**src/logic/ebmp_pkg.sv**
```systemverilog
// Constants, decode helper and phase type for the expansion bus block
package ebmp_pkg;
    localparam int unsigned AXI_AW = 12;

    // Register indices; byte address is four times the index
    localparam logic [9:0] IDX_CTL   = 10'h0f7;
    localparam logic [9:0] IDX_TMR   = 10'h0f8;
    localparam logic [9:0] IDX_TMRH  = 10'h0f9;
    localparam logic [9:0] IDX_PORTA = 10'h0f0;
    localparam logic [9:0] IDX_SET   = 10'h0e0;
    localparam logic [9:0] IDX_CLR   = 10'h0e1;

    // Control register fields and the port A clock gate bit
    localparam int unsigned CTL_SLOW = 3;
    localparam int unsigned CTL_BDE  = 5;
    localparam int unsigned CTL_NMI  = 7;
    localparam int unsigned GATE_BIT = 0;

    localparam logic [7:0]  CTL_RST = 8'h00;
    localparam logic [15:0] TMR_RST = 16'h0000;

    localparam logic [1:0] RESP_OKAY   = 2'h0;
    localparam logic [1:0] RESP_DECERR = 2'h3;

    // Memory map
    localparam logic [15:0] ROM_BASE  = 16'hf800;
    localparam logic [15:0] IO_BASE   = 16'h00f0;
    localparam logic [15:0] IO_TOP    = 16'h00ff;
    localparam logic [15:0] RAM0_BASE = 16'h00c0;
    localparam logic [15:0] RAM0_TOP  = 16'h00ef;
    localparam logic [15:0] RAM1_BASE = 16'h01c0;
    localparam logic [15:0] RAM1_TOP  = 16'h01ff;

    typedef enum logic [1:0] {
        EBMP_PH0 = 2'h0,
        EBMP_PH1 = 2'h1,
        EBMP_PH2 = 2'h3,
        EBMP_PH3 = 2'h2
    } ebmp_phase_t;

    // High when read data comes from the on-chip side
    function automatic logic ebmp_from_int(input logic [15:0] a,
                                           input logic        test,
                                           input logic        xsel);
        logic top;
        top = (a >= ROM_BASE);
        ebmp_from_int = (top && !(test && xsel))
                     || (a >= IO_BASE && a <= IO_TOP)
                     || (a >= RAM0_BASE && a <= RAM0_TOP)
                     || (a >= RAM1_BASE && a <= RAM1_TOP);
    endfunction
endpackage

```
**src/logic/ebmp_div_if.sv**
```systemverilog
// Link between control logic and the clock divider
`timescale 1ns/1ps
interface ebmp_div_if #(parameter int TW = 16);
    logic          slow;
    logic [TW-1:0] load;
    logic          tick;
    modport ctl (output slow, output load, input tick);
    modport div (input slow, input load, output tick);
endinterface

```
**src/logic/ebmp_clkdiv.sv**
```systemverilog
// Timer acting as processor clock divider in low power mode
`timescale 1ns/1ps
module ebmp_clkdiv #(
    parameter int TW = 16
) (
    input wire logic aclk,
    input wire logic aresetn,
    ebmp_div_if.div  dv
);
    typedef struct packed {
        logic [TW-1:0] cnt;
        logic          tick;
    } ebmp_div_t;

    ebmp_div_t s;
    ebmp_div_t next_s;

    if (TW < 2) begin : g_chk
        $error("ebmp_clkdiv: TW must be at least 2");
    end

    always_comb begin
        next_s = s;
        if (!dv.slow) begin
            next_s.tick = 1'b1;
            next_s.cnt  = dv.load;
        end else if (s.cnt == '0) begin
            next_s.tick = 1'b1;
            next_s.cnt  = dv.load;
        end else begin
            next_s.tick = 1'b0;
            next_s.cnt  = s.cnt - 1'b1;
        end
    end

    always_ff @(posedge aclk) begin
        if (!aresetn) begin
            s      <= '0;
            // Full rate enable from the first edge after reset
            s.tick <= 1'b1;
        end else begin
            s <= next_s;
        end
    end

    assign dv.tick = s.tick;

    a_fast_rate: assert property (
        @(posedge aclk) disable iff (!aresetn)
        !dv.slow |=> dv.tick)
        else $error("full rate mode lost a clock enable");

    a_div_gap: assert property (
        @(posedge aclk) disable iff (!aresetn)
        (dv.slow && s.cnt != '0) |=> !dv.tick)
        else $error("divider ticked before count ran out");

    a_div_reload: assert property (
        @(posedge aclk) disable iff (!aresetn)
        (dv.slow && s.cnt == '0) |=> (dv.tick && s.cnt == $past(dv.load)))
        else $error("divider did not tick and reload");
endmodule

```
**src/logic/ebmp_top.sv**
```systemverilog
// Expansion bus, memory map and power control with AXI4-Lite registers
//
// Register access over AXI4-Lite was left to the implementer.
`timescale 1ns/1ps
module ebmp_top #(
    parameter int              PW       = 8,
    parameter logic [PW-1:0]   IN_MASK  = 8'hff,
    parameter logic [PW-1:0]   OUT_MASK = 8'hff,
    parameter int              TW       = 16
) (
    input  wire logic                        aclk,
    input  wire logic                        aresetn,
    input  wire logic [ebmp_pkg::AXI_AW-1:0] awaddr,
    input  wire logic                        awvalid,
    output logic                             awready,
    input  wire logic [31:0]                 wdata,
    input  wire logic [3:0]                  wstrb,
    input  wire logic                        wvalid,
    output logic                             wready,
    output logic [1:0]                       bresp,
    output logic                             bvalid,
    input  wire logic                        bready,
    input  wire logic [ebmp_pkg::AXI_AW-1:0] araddr,
    input  wire logic                        arvalid,
    output logic                             arready,
    output logic [31:0]                      rdata,
    output logic [1:0]                       rresp,
    output logic                             rvalid,
    input  wire logic                        rready,
    input  wire logic                        cpu_valid,
    input  wire logic                        cpu_write,
    input  wire logic [15:0]                 cpu_addr,
    input  wire logic [7:0]                  cpu_wdata,
    input  wire logic [7:0]                  int_rdata,
    output logic [7:0]                       cpu_rdata,
    output logic                             cpu_rvalid,
    output logic                             cpu_clk_en,
    output logic [15:0]                      ext_addr,
    output logic                             ext_addr_oe,
    output logic [7:0]                       ext_data_o,
    input  wire logic [7:0]                  ext_data_i,
    output logic                             ext_data_oe,
    output logic                             ext_read,
    output logic                             ext_phase2,
    output logic                             ext_phase4,
    input  wire logic                        bus_enable,
    input  wire logic                        port_d_bit_one,
    input  wire logic                        power_fail,
    input  wire logic [PW-1:0]               port_a_i,
    output logic [PW-1:0]                    port_a_o,
    output logic [PW-1:0]                    port_a_oe,
    output logic                             clock_gate_port_bit,
    output logic                             test_mode
);
    typedef struct packed {
        ebmp_pkg::ebmp_phase_t       ph;
        logic                        seen;
        logic                        test;
        logic                        xsel;
        logic [7:0]                  ctl;
        logic [15:0]                 tmr;
        logic [PW-1:0]               pa;
        logic [PW-1:0]               pa_oe;
        logic                        aw_got;
        logic                        w_got;
        logic [ebmp_pkg::AXI_AW-1:0] awa;
        logic [31:0]                 wd;
        logic [3:0]                  ws;
        logic                        awready;
        logic                        wready;
        logic                        bvalid;
        logic [1:0]                  bresp;
        logic                        arready;
        logic                        rvalid;
        logic [1:0]                  rresp;
        logic [31:0]                 rdata;
        logic                        cpu_en;
        logic [15:0]                 xa;
        logic [7:0]                  xd;
        logic                        xread;
        logic                        xaoe;
        logic                        xdoe;
        logic                        rd_pend;
        logic                        rd_int;
        logic [7:0]                  crd;
        logic                        crv;
    } ebmp_st_t;

    localparam logic [PW-1:0] OUT_ONLY = OUT_MASK & ~IN_MASK;
    localparam logic [PW-1:0] BIDIR    = OUT_MASK & IN_MASK;
    localparam logic [PW-1:0] PIN_MASK = OUT_MASK | IN_MASK;

    ebmp_st_t s;
    ebmp_st_t next_s;
    logic     active;
    logic [7:0] ctl_rd;

    ebmp_div_if #(.TW(TW)) dv ();

    if (PW < 1 || PW > 8 || TW != 16) begin : g_chk
        $error("ebmp_top: PW must be 1..8 and TW must be 16");
    end

    ebmp_clkdiv #(.TW(TW)) u_div (
        .aclk    (aclk),
        .aresetn (aresetn),
        .dv      (dv)
    );

    assign dv.slow = s.ctl[ebmp_pkg::CTL_SLOW];
    assign dv.load = s.tmr;

    // Test mode forces the bus on whatever software did
    assign active = s.ctl[ebmp_pkg::CTL_BDE] || s.test;

    always_comb begin
        ctl_rd = s.ctl;
        ctl_rd[ebmp_pkg::CTL_NMI] = power_fail;
    end

    always_comb begin
        next_s = s;

        // Strap caught on the first edge after reset release
        if (!s.seen) begin
            next_s.seen = 1'b1;
            next_s.test = !bus_enable;
        end
        next_s.xsel = port_d_bit_one;

        // Write channels, accepted in either order
        if (awvalid && s.awready) begin
            next_s.aw_got = 1'b1;
            next_s.awa    = awaddr;
        end
        if (wvalid && s.wready) begin
            next_s.w_got = 1'b1;
            next_s.wd    = wdata;
            next_s.ws    = wstrb;
        end
        if (s.bvalid && bready) begin
            next_s.bvalid = 1'b0;
        end
        if (s.aw_got && s.w_got) begin
            next_s.aw_got = 1'b0;
            next_s.w_got  = 1'b0;
            next_s.bvalid = 1'b1;
            next_s.bresp  = ebmp_pkg::RESP_OKAY;
            case (s.awa[11:2])
                ebmp_pkg::IDX_CTL: begin
                    if (s.ws[0]) next_s.ctl = s.wd[7:0];
                end
                ebmp_pkg::IDX_SET: begin
                    if (s.ws[0]) next_s.ctl = s.ctl | s.wd[7:0];
                end
                ebmp_pkg::IDX_CLR: begin
                    if (s.ws[0]) next_s.ctl = s.ctl & ~s.wd[7:0];
                end
                ebmp_pkg::IDX_TMR: begin
                    if (s.ws[0]) next_s.tmr[7:0]  = s.wd[7:0];
                    if (s.ws[1]) next_s.tmr[15:8] = s.wd[15:8];
                end
                ebmp_pkg::IDX_TMRH: begin
                    if (s.ws[0]) next_s.tmr[15:8] = s.wd[7:0];
                end
                ebmp_pkg::IDX_PORTA: begin
                    if (s.ws[0]) next_s.pa = s.wd[PW-1:0];
                end
                default: begin
                    next_s.bresp = ebmp_pkg::RESP_DECERR;
                end
            endcase
            // Status bit is never stored; it always shows the pin
            next_s.ctl[ebmp_pkg::CTL_NMI] = 1'b0;
        end
        next_s.awready = !next_s.aw_got && !next_s.bvalid;
        next_s.wready  = !next_s.w_got && !next_s.bvalid;

        // Read channel, one read under way at a time
        if (s.rvalid && rready) begin
            next_s.rvalid = 1'b0;
        end
        if (arvalid && s.arready) begin
            next_s.rvalid = 1'b1;
            next_s.rresp  = ebmp_pkg::RESP_OKAY;
            next_s.rdata  = '0;
            case (araddr[11:2])
                ebmp_pkg::IDX_CTL,
                ebmp_pkg::IDX_SET,
                ebmp_pkg::IDX_CLR: begin
                    next_s.rdata[7:0] = ctl_rd;
                end
                ebmp_pkg::IDX_TMR: begin
                    next_s.rdata[15:0] = s.tmr;
                end
                ebmp_pkg::IDX_TMRH: begin
                    next_s.rdata[7:0] = s.tmr[15:8];
                end
                ebmp_pkg::IDX_PORTA: begin
                    // Pins, not the latch
                    next_s.rdata[PW-1:0] = port_a_i & PIN_MASK;
                end
                default: begin
                    next_s.rresp = ebmp_pkg::RESP_DECERR;
                end
            endcase
        end
        next_s.arready = !next_s.rvalid;

        // Processor clock enable and bus phases
        next_s.cpu_en = dv.tick;
        if (dv.tick) begin
            case (s.ph)
                ebmp_pkg::EBMP_PH0: next_s.ph = ebmp_pkg::EBMP_PH1;
                ebmp_pkg::EBMP_PH1: next_s.ph = ebmp_pkg::EBMP_PH2;
                ebmp_pkg::EBMP_PH2: next_s.ph = ebmp_pkg::EBMP_PH3;
                ebmp_pkg::EBMP_PH3: next_s.ph = ebmp_pkg::EBMP_PH0;
                default:            next_s.ph = ebmp_pkg::EBMP_PH0;
            endcase
        end

        // Every access goes out while the bus is active (enable bit or test mode), so overlay memory sees all cycles
        next_s.xaoe = active;
        if (cpu_valid) begin
            next_s.xa    = cpu_addr;
            next_s.xd    = cpu_wdata;
            next_s.xread = !cpu_write;
        end
        next_s.xdoe = active && cpu_valid && cpu_write;

        // Select pin only chooses where read data comes from
        next_s.rd_pend = cpu_valid && !cpu_write;
        next_s.rd_int  = ebmp_pkg::ebmp_from_int(cpu_addr, s.test,
                                                 s.xsel);
        next_s.crv = s.rd_pend;
        if (s.rd_pend) begin
            next_s.crd = s.rd_int ? int_rdata : ext_data_i;
        end

        // Bidir lines drive low only, wire-or style
        next_s.pa_oe = OUT_ONLY | (BIDIR & ~next_s.pa);
    end

    always_ff @(posedge aclk) begin
        if (!aresetn) begin
            s       <= '0;
            s.ph    <= ebmp_pkg::EBMP_PH0;
            s.ctl   <= ebmp_pkg::CTL_RST;
            s.tmr   <= ebmp_pkg::TMR_RST;
            s.pa    <= '1;
            s.pa_oe <= OUT_ONLY;
            s.xsel  <= 1'b1;
            s.xread <= 1'b1;
        end else begin
            s <= next_s;
        end
    end

    assign awready             = s.awready;
    assign wready              = s.wready;
    assign bvalid              = s.bvalid;
    assign bresp               = s.bresp;
    assign arready             = s.arready;
    assign rvalid              = s.rvalid;
    assign rresp               = s.rresp;
    assign rdata               = s.rdata;
    assign cpu_rdata           = s.crd;
    assign cpu_rvalid          = s.crv;
    assign cpu_clk_en          = s.cpu_en;
    assign ext_addr            = s.xa;
    assign ext_addr_oe         = s.xaoe;
    assign ext_data_o          = s.xd;
    assign ext_data_oe         = s.xdoe;
    assign ext_read            = s.xread;
    assign ext_phase2          = s.ph[1];
    assign ext_phase4          = s.ph[0];
    assign port_a_o            = s.pa;
    assign port_a_oe           = s.pa_oe;
    assign clock_gate_port_bit = s.pa[ebmp_pkg::GATE_BIT];
    assign test_mode           = s.test;

    a_bus_gated: assert property (
        @(posedge aclk) disable iff (!aresetn)
        (!s.ctl[ebmp_pkg::CTL_BDE] && !s.test)
            |=> (!ext_addr_oe && !ext_data_oe))
        else $error("expansion bus driven while disabled");

    a_test_bus_on: assert property (
        @(posedge aclk) disable iff (!aresetn)
        (s.seen && s.test) |=> ext_addr_oe)
        else $error("bus inactive in test mode");

    a_top_driven: assert property (
        @(posedge aclk) disable iff (!aresetn)
        (cpu_valid && active && cpu_addr >= ebmp_pkg::ROM_BASE)
            |=> (ext_addr_oe && ext_addr == $past(cpu_addr)))
        else $error("top region access missing from bus");

    a_ext_rom: assert property (
        @(posedge aclk) disable iff (!aresetn)
        (cpu_valid && !cpu_write && cpu_addr >= ebmp_pkg::ROM_BASE
            && s.test && s.xsel)
            |=> ##1 (cpu_rvalid && cpu_rdata == $past(ext_data_i)))
        else $error("external program data not returned");

    a_int_rom: assert property (
        @(posedge aclk) disable iff (!aresetn)
        (cpu_valid && !cpu_write && cpu_addr >= ebmp_pkg::ROM_BASE
            && !s.test)
            |=> ##1 (cpu_rvalid && cpu_rdata == $past(int_rdata)))
        else $error("internal program data not returned");

    a_io_internal: assert property (
        @(posedge aclk) disable iff (!aresetn)
        (cpu_valid && !cpu_write && cpu_addr >= ebmp_pkg::IO_BASE
            && cpu_addr <= ebmp_pkg::IO_TOP)
            |=> ##1 (cpu_rdata == $past(int_rdata)))
        else $error("I/O read taken from outside");

    a_pin_read: assert property (
        @(posedge aclk) disable iff (!aresetn)
        (arvalid && arready && araddr[11:2] == ebmp_pkg::IDX_PORTA)
            |=> (rvalid && rdata[PW-1:0] == ($past(port_a_i) & PIN_MASK)))
        else $error("port read did not show pins");

    a_nmi_status: assert property (
        @(posedge aclk) disable iff (!aresetn)
        (arvalid && arready && araddr[11:2] == ebmp_pkg::IDX_CTL)
            |=> (rdata[ebmp_pkg::CTL_NMI] == $past(power_fail)))
        else $error("status bit does not follow power fail");

    a_set_keeps: assert property (
        @(posedge aclk) disable iff (!aresetn)
        (s.aw_got && s.w_got && s.ws[0]
            && s.awa[11:2] == ebmp_pkg::IDX_SET)
            |=> ((s.ctl & $past(s.ctl)) == ($past(s.ctl)
                & ~(8'h01 << ebmp_pkg::CTL_NMI))))
        else $error("bit set write disturbed other bits");

    a_reset_gate: assert property (
        @(posedge aclk)
        !aresetn |=> clock_gate_port_bit)
        else $error("reset did not release the clock gate");
endmodule

```
**config.mk**
```make
export PLATFORM = sky130hd
export DESIGN_NAME = ebmp_top
export DESIGN_NICKNAME = d
export VERILOG_FILES = /design/src/logic/ebmp_pkg.sv /design/src/logic/ebmp_div_if.sv /design/src/logic/ebmp_clkdiv.sv /design/src/logic/ebmp_top.sv
export SDC_FILE = /design/constraint.sdc
export NUM_CORES = 1
export LEC_CHECK = 0
export ABC_CLOCK_PERIOD_IN_PS = 2250
export BUFFER_PORTS_ARGS = -buffer_cell sky130_fd_sc_hd__buf_2
export CORE_UTILIZATION = 51
export CTS_BUF_LIST = sky130_fd_sc_hd__clkbuf_16
export DETAILED_ROUTE_END_ITERATION = 6
export GPL_TIMING_DRIVEN = 0
export PLACE_DENSITY = 0.81
export SYNTH_ARGS = -nofsm -noshare
export SYNTH_HDL_FRONTEND = slang
export SYNTH_SLANG_ARGS = --single-unit
export TNS_END_PERCENT = 5
```
**constraint.sdc**
```tcl
create_clock -name aclk -period 2.25 [get_ports aclk]
set_input_delay 0.675 -clock aclk [delete_from_list [all_inputs] [get_ports aclk]]
set_output_delay 0.675 -clock aclk [all_outputs]
set_load 0.05 [all_outputs]
```
# [Word-level counts from Yosys, hierarchy flattened]
# Cells that the tools add are included.
[word_totals] register_bits=157 in_bits=120 output_inout_bits=98 word_cells=129
[op_classes] n_addsub=1 n_lt_le_gt_ge=7 n_eq_ne=20 n_mux=25 bitwise=4 n_reduce_logical=38
[op_table] operator="10-bit by 8-bit equality test with 1-bit output (second input constant)" count=12
[op_table] operator="8-bit two-way mux" count=7
[op_table] operator="35-bit two-way mux" count=1
[op_table] operator="17-bit two-way mux" count=2
[op_table] operator="16-bit by 8-bit >= comparator with 1-bit output (second input constant)" count=2
[op_table] operator="16-bit by 8-bit <= comparator with 1-bit output (second input constant)" count=2
[op_table] operator="8-bit case mux with 4 select lines" count=1
[op_table] operator="7-bit two-way mux" count=3
[op_table] operator="7-bit case mux with 3 select lines" count=1
[op_table] operator="16-bit >= comparator (second input constant)" count=1
[op_table] operator="16-bit by 9-bit >= comparator with 1-bit output (second input constant)" count=1
[op_table] operator="16-bit by 9-bit <= comparator with 1-bit output (second input constant)" count=1
[op_table] operator="1-bit logical AND" count=16
[op_table] operator="16-bit zero test" count=1
[op_table] operator="8-bit case mux with 2 select lines" count=1
[op_table] operator="16-bit by 1-bit subtractor with 16-bit output (second input constant)" count=1
[op_table] operator="6-bit OR reduction" count=2
[op_table] operator="2-bit != test (second input constant)" count=5
[op_table] operator="8-bit inverter" count=1
[op_table] operator="2-bit case mux with 4 select lines" count=1
[op_table] operator="7-bit AND" count=1
[op_table] operator="1-bit zero test" count=7
[op_table] operator="7-bit inverter" count=1
[op_table] operator="7-bit bitwise OR" count=1
[op_table] operator="other kinds (14)" count=23

# [Depth between registers and ports, before layout]
[depth] word_depth=6 mapped_depth=8 depth_no_buf=6

# [By module]
# From an unflattened synthesis, not the netlist that was laid out.
[hier_totals] hier_cells=781 area_unflattened_um2=7173.1
[modules_own_cells] mod="ebmp_top" instances=1 cells_per_inst=679 area_per_inst_um2=6261.0 seq_area_each_um2=2722.6
[modules_own_cells] mod="ebmp_clkdiv" instances=1 cells_per_inst=102 area_per_inst_um2=912.1 seq_area_each_um2=340.3

# [Least setup slack after synthesis]
# No wires, ideal clock.
[synth_path] path_kind="register -> register" from="register s (netlist bit arready)" to="register s (netlist bit rdata[10])" arrival_ns=1.941 required_time_ns=2.184 slack_ns=0.242 path_stages_with_launch=5 path_cell_list="dfxtp_1 -> or4bb_1 -> nor4_2 -> a22oi_1 -> nor2_1"
[synth_via] elab_chain_len=1
[synth_rtl] element="from (decl)" line_no="ebmp_top.sv:93" source="ebmp_st_t s;"
[synth_rtl] element="from (signal assigned)" line_no="ebmp_top.sv:255" source="s <= next_s;"
[synth_rtl] element="1-bit logical AND" line_no="ebmp_top.sv:183" source="if (arvalid && s.arready) begin"
# No other way between the ends.
# A chain may end at the register's enable or synchronous reset.

# [Worst setup path in the final report]
[layout_path] from="register u_div.s[1] (netlist name)" to="register, netlist name u_div.dv.tick"
[layout_via] elab_chain_len=2
[layout_rtl] element="from (decl)" line_no="ebmp_clkdiv.sv:15" source="ebmp_div_t s;"
[layout_rtl] element="from (signal assigned)" line_no="ebmp_clkdiv.sv:42" source="s <= next_s;"
[layout_rtl] element="16-bit zero test" line_no="ebmp_clkdiv.sv:27" source="end else if (s.cnt == '0) begin"
[layout_rtl] element="17-bit two-way mux" line_no="ebmp_clkdiv.sv:27"
# No other way between the ends.

==> metrics.csv <==
metric;value;unit
outcome;finished clean;
cp_max_fo;10;
p_per_area;743;mW/mm2
hold_ws;0.439;ns
drt-vias-per-instance;5.34;
rsz0062_at_grt;true;
finalSetupViolations;0;
grtUsageTotal;26.2;%
wirelength;18100;um
grt_max_degree;17;
worst_slack;0.0850;ns
max_slew_margin;45.8;%
initial_utilization;53.2;%
layout-drive-gt1-share;30.6;%
ios;218;
h-tree-depth;4;
die_y;118;um
clkTransAtPathRegs;0.06;ns
area_growth;26.1;%
crit_top_cell;clkbuf_1;
crit_slowest_cell;clkbuf_1;
synth_top_area_share;44.7;%
max_stage_delay;0.44;ns
whs_path_depth;2;
hp-start;cpu_write;
pre_cts_ws;-0.301;ns
place_area;0.00801;mm2
row_count;41;
layout_common_cells;178 x buf_2, 153 x dfxtp_1, 104 x nand2_1;
fin_crit_sh;96.2;%
p_leak;3.98;nW
r2r_cells;8;
cp_num_cells;8;
numCtsBuffers;17;
cp-start-kind;register;
antennaDiodeCount;0;
fmax;462;MHz
r2r_start;u_div.s[1];
cp-end-kind;register;
maxCapViolCount;0;
cts_tree;yes;
seq_area_frac_synth;44.7;%
ys_ff_latch;153;
cp_num_buf_inv;3;
hold_path_class;input pin to register;
nets;1116;
worst_pin_slew;0.805;ns
ys_top_cells_by_area;dfxtp_1 45%, buf_4 9.2%, mux2i_1 6.3%, nand2_1 5.7%, a21oi_1 4.5%;
avgSynthCellArea;8.77;um2
syn_inst;781;
drt-initial-drc-count;642;
grt_pass1_vias;5897;
numClockSinks;153;
cts_hold_buf;0;
synth_edf_count;0;
remaining_drc_errors;0;
syn_area;0.00685;mm2
fin_skew;0.00813;ns
vdd_drop_max;0.527;mV
critPathLaunch;u_div.s[1];
clockBufferDepth;2;
clk_latency;0.42;ns
dp_hpwl;13300;um
cp_top_family;buffers and inverters;
critPathArrivalTime;2.43;ns
wire_per_inst;15.4;um
core;0.0129;mm2
gp_congestion;0.914;
dr.pass1.iters;6;
critPathRequiredTime;2.51;ns
overflow;0;
dieArea;0.0139;mm2
synthDistinctLibCells;54;
ant_nets;0;
finalHoldViolations;0;
die_w;118;um
layout_commonest_cell;buf_2;
io_buffer_count;178;
crit_chain;inv_1 -> ha_1 -> nor4b_1 -> nand4_1 -> and2_1 -> clkbuf_1 -> clkbuf_1 -> nand2_1;
cts_root_buffer;clkbuf_16;
grt_pass1_wl;29000;um
antenna_found_initial;0;
worstSetupPathType;register to register;
yosys.area.top_type;dfxtp_1;
postLayoutCellArea;0.00863;mm2
synth_top_flop_cell;dfxtp_1;
yosysWarnings;0;
slew_viol_final;0;
routed-via-count;6292;
min_period;2.16;ns
async_flop_share;0;%
## worst paths after layout
path / to / slack [ns]
max: u_div.dv.tick / 0.09
max reg2reg: u_div.dv.tick / 0.09
min: next_s[0] / 0.44
min reg2reg: s[124] / 0.45
## cell families after synthesis
group           synth area share, %
xor+xnor                       1.41
buf+inv                        12.2
flops                          44.7
simple gates                   18.9
other cells                  0.0548
compound gates                 14.6
fa+ha+maj                     0.365
mux                            7.77
## per-layer routing
layer	wire, um	vias to the layer above	track usage (%)	share of wire (%)
li1	-	3080	-	-
met1	7670	2897	33.2	42
met2	8590	283	42.7	47
met3	1520	32	7.12	8.4
met4	359	0	9.21	2.0
met5	0	-	0	0
## synth_stat cells, drive strengths merged (2+ instances only)
library cell	n
and4b	2
and2	6
or4	2
o211a	8
a21oi	61
a22oi	8
nand3	28
nor4	6
nand2	104
nor4bb	2
a311oi	3
nand3b	3
a211oi	22
buf	88
nor3	8
nor2	65
or4bb	2
nand2b	5
nor3b	4
mux2	9
mux2i	43
clkbuf	39
a222oi	7
ha	2
o21ai	29
and3	10
xnor2	5
nand4	6
or3	4
inv	10
nor4b	2
o2111ai	9
and4	4
or4b	2
dfxtp	153
xor2	6
## metrics by stage
step           power [mW]  std cells  util, %  TNS, ns
6_report             6.41       1178     67.0        0
5_1_grt              6.62       1178     67.0   -0.227
4_1_cts              6.43       1178     66.8        0
3_5_place_dp         3.64       1146     62.2    -4.32
3_3_place_gp         3.63       1146     62.2    -3.62
2_1_floorplan        3.42        796        -        0
## flip-flops by register name, summed over array words and instances (netlist names), 7 cells and up
name	cells
ext_data_o	8
ext_addr	16
ctl_rd	7
rdata	16
u_div.s	16
s	33
dv.load	16
cpu_rdata	8
port_a_o	8
port_a_oe	8
## report_power, final
group | switching [mW] | internal (mW)
registers | 0.0634 | 2.79
logic | 0.491 | 0.253
clock network | 1.09 | 1.72
## worst reg2reg max path: stages (launching register included)
cell	delay, ns
dfxtp_1	0.39
inv_1	0.08
ha_1	0.20
nor4b_1	0.14
nand4_1	0.16
and2_1	0.14
clkbuf_1	0.29
clkbuf_1	0.45
nand2_1	0.17
## timing repair
action	in CTS	in global routing
gates resized for setup	1	4
endpoints found under the setup margin	10	47
buffers inserted	1	0
pin swaps	1	0
## final cells by class
type / instances / area, um2
buffer: 127 / 792
fill: 1088 / 4240
sequential: 153 / 3060
clock buffer: 17 / 425
timing repair buffer: 179 / 898
inverter: 11 / 41.3
clock inverter: 14 / 159
tap: 172 / 215
multi-input combinational: 505 / 3040
Note: power is estimated with default switching activity, not from simulation.
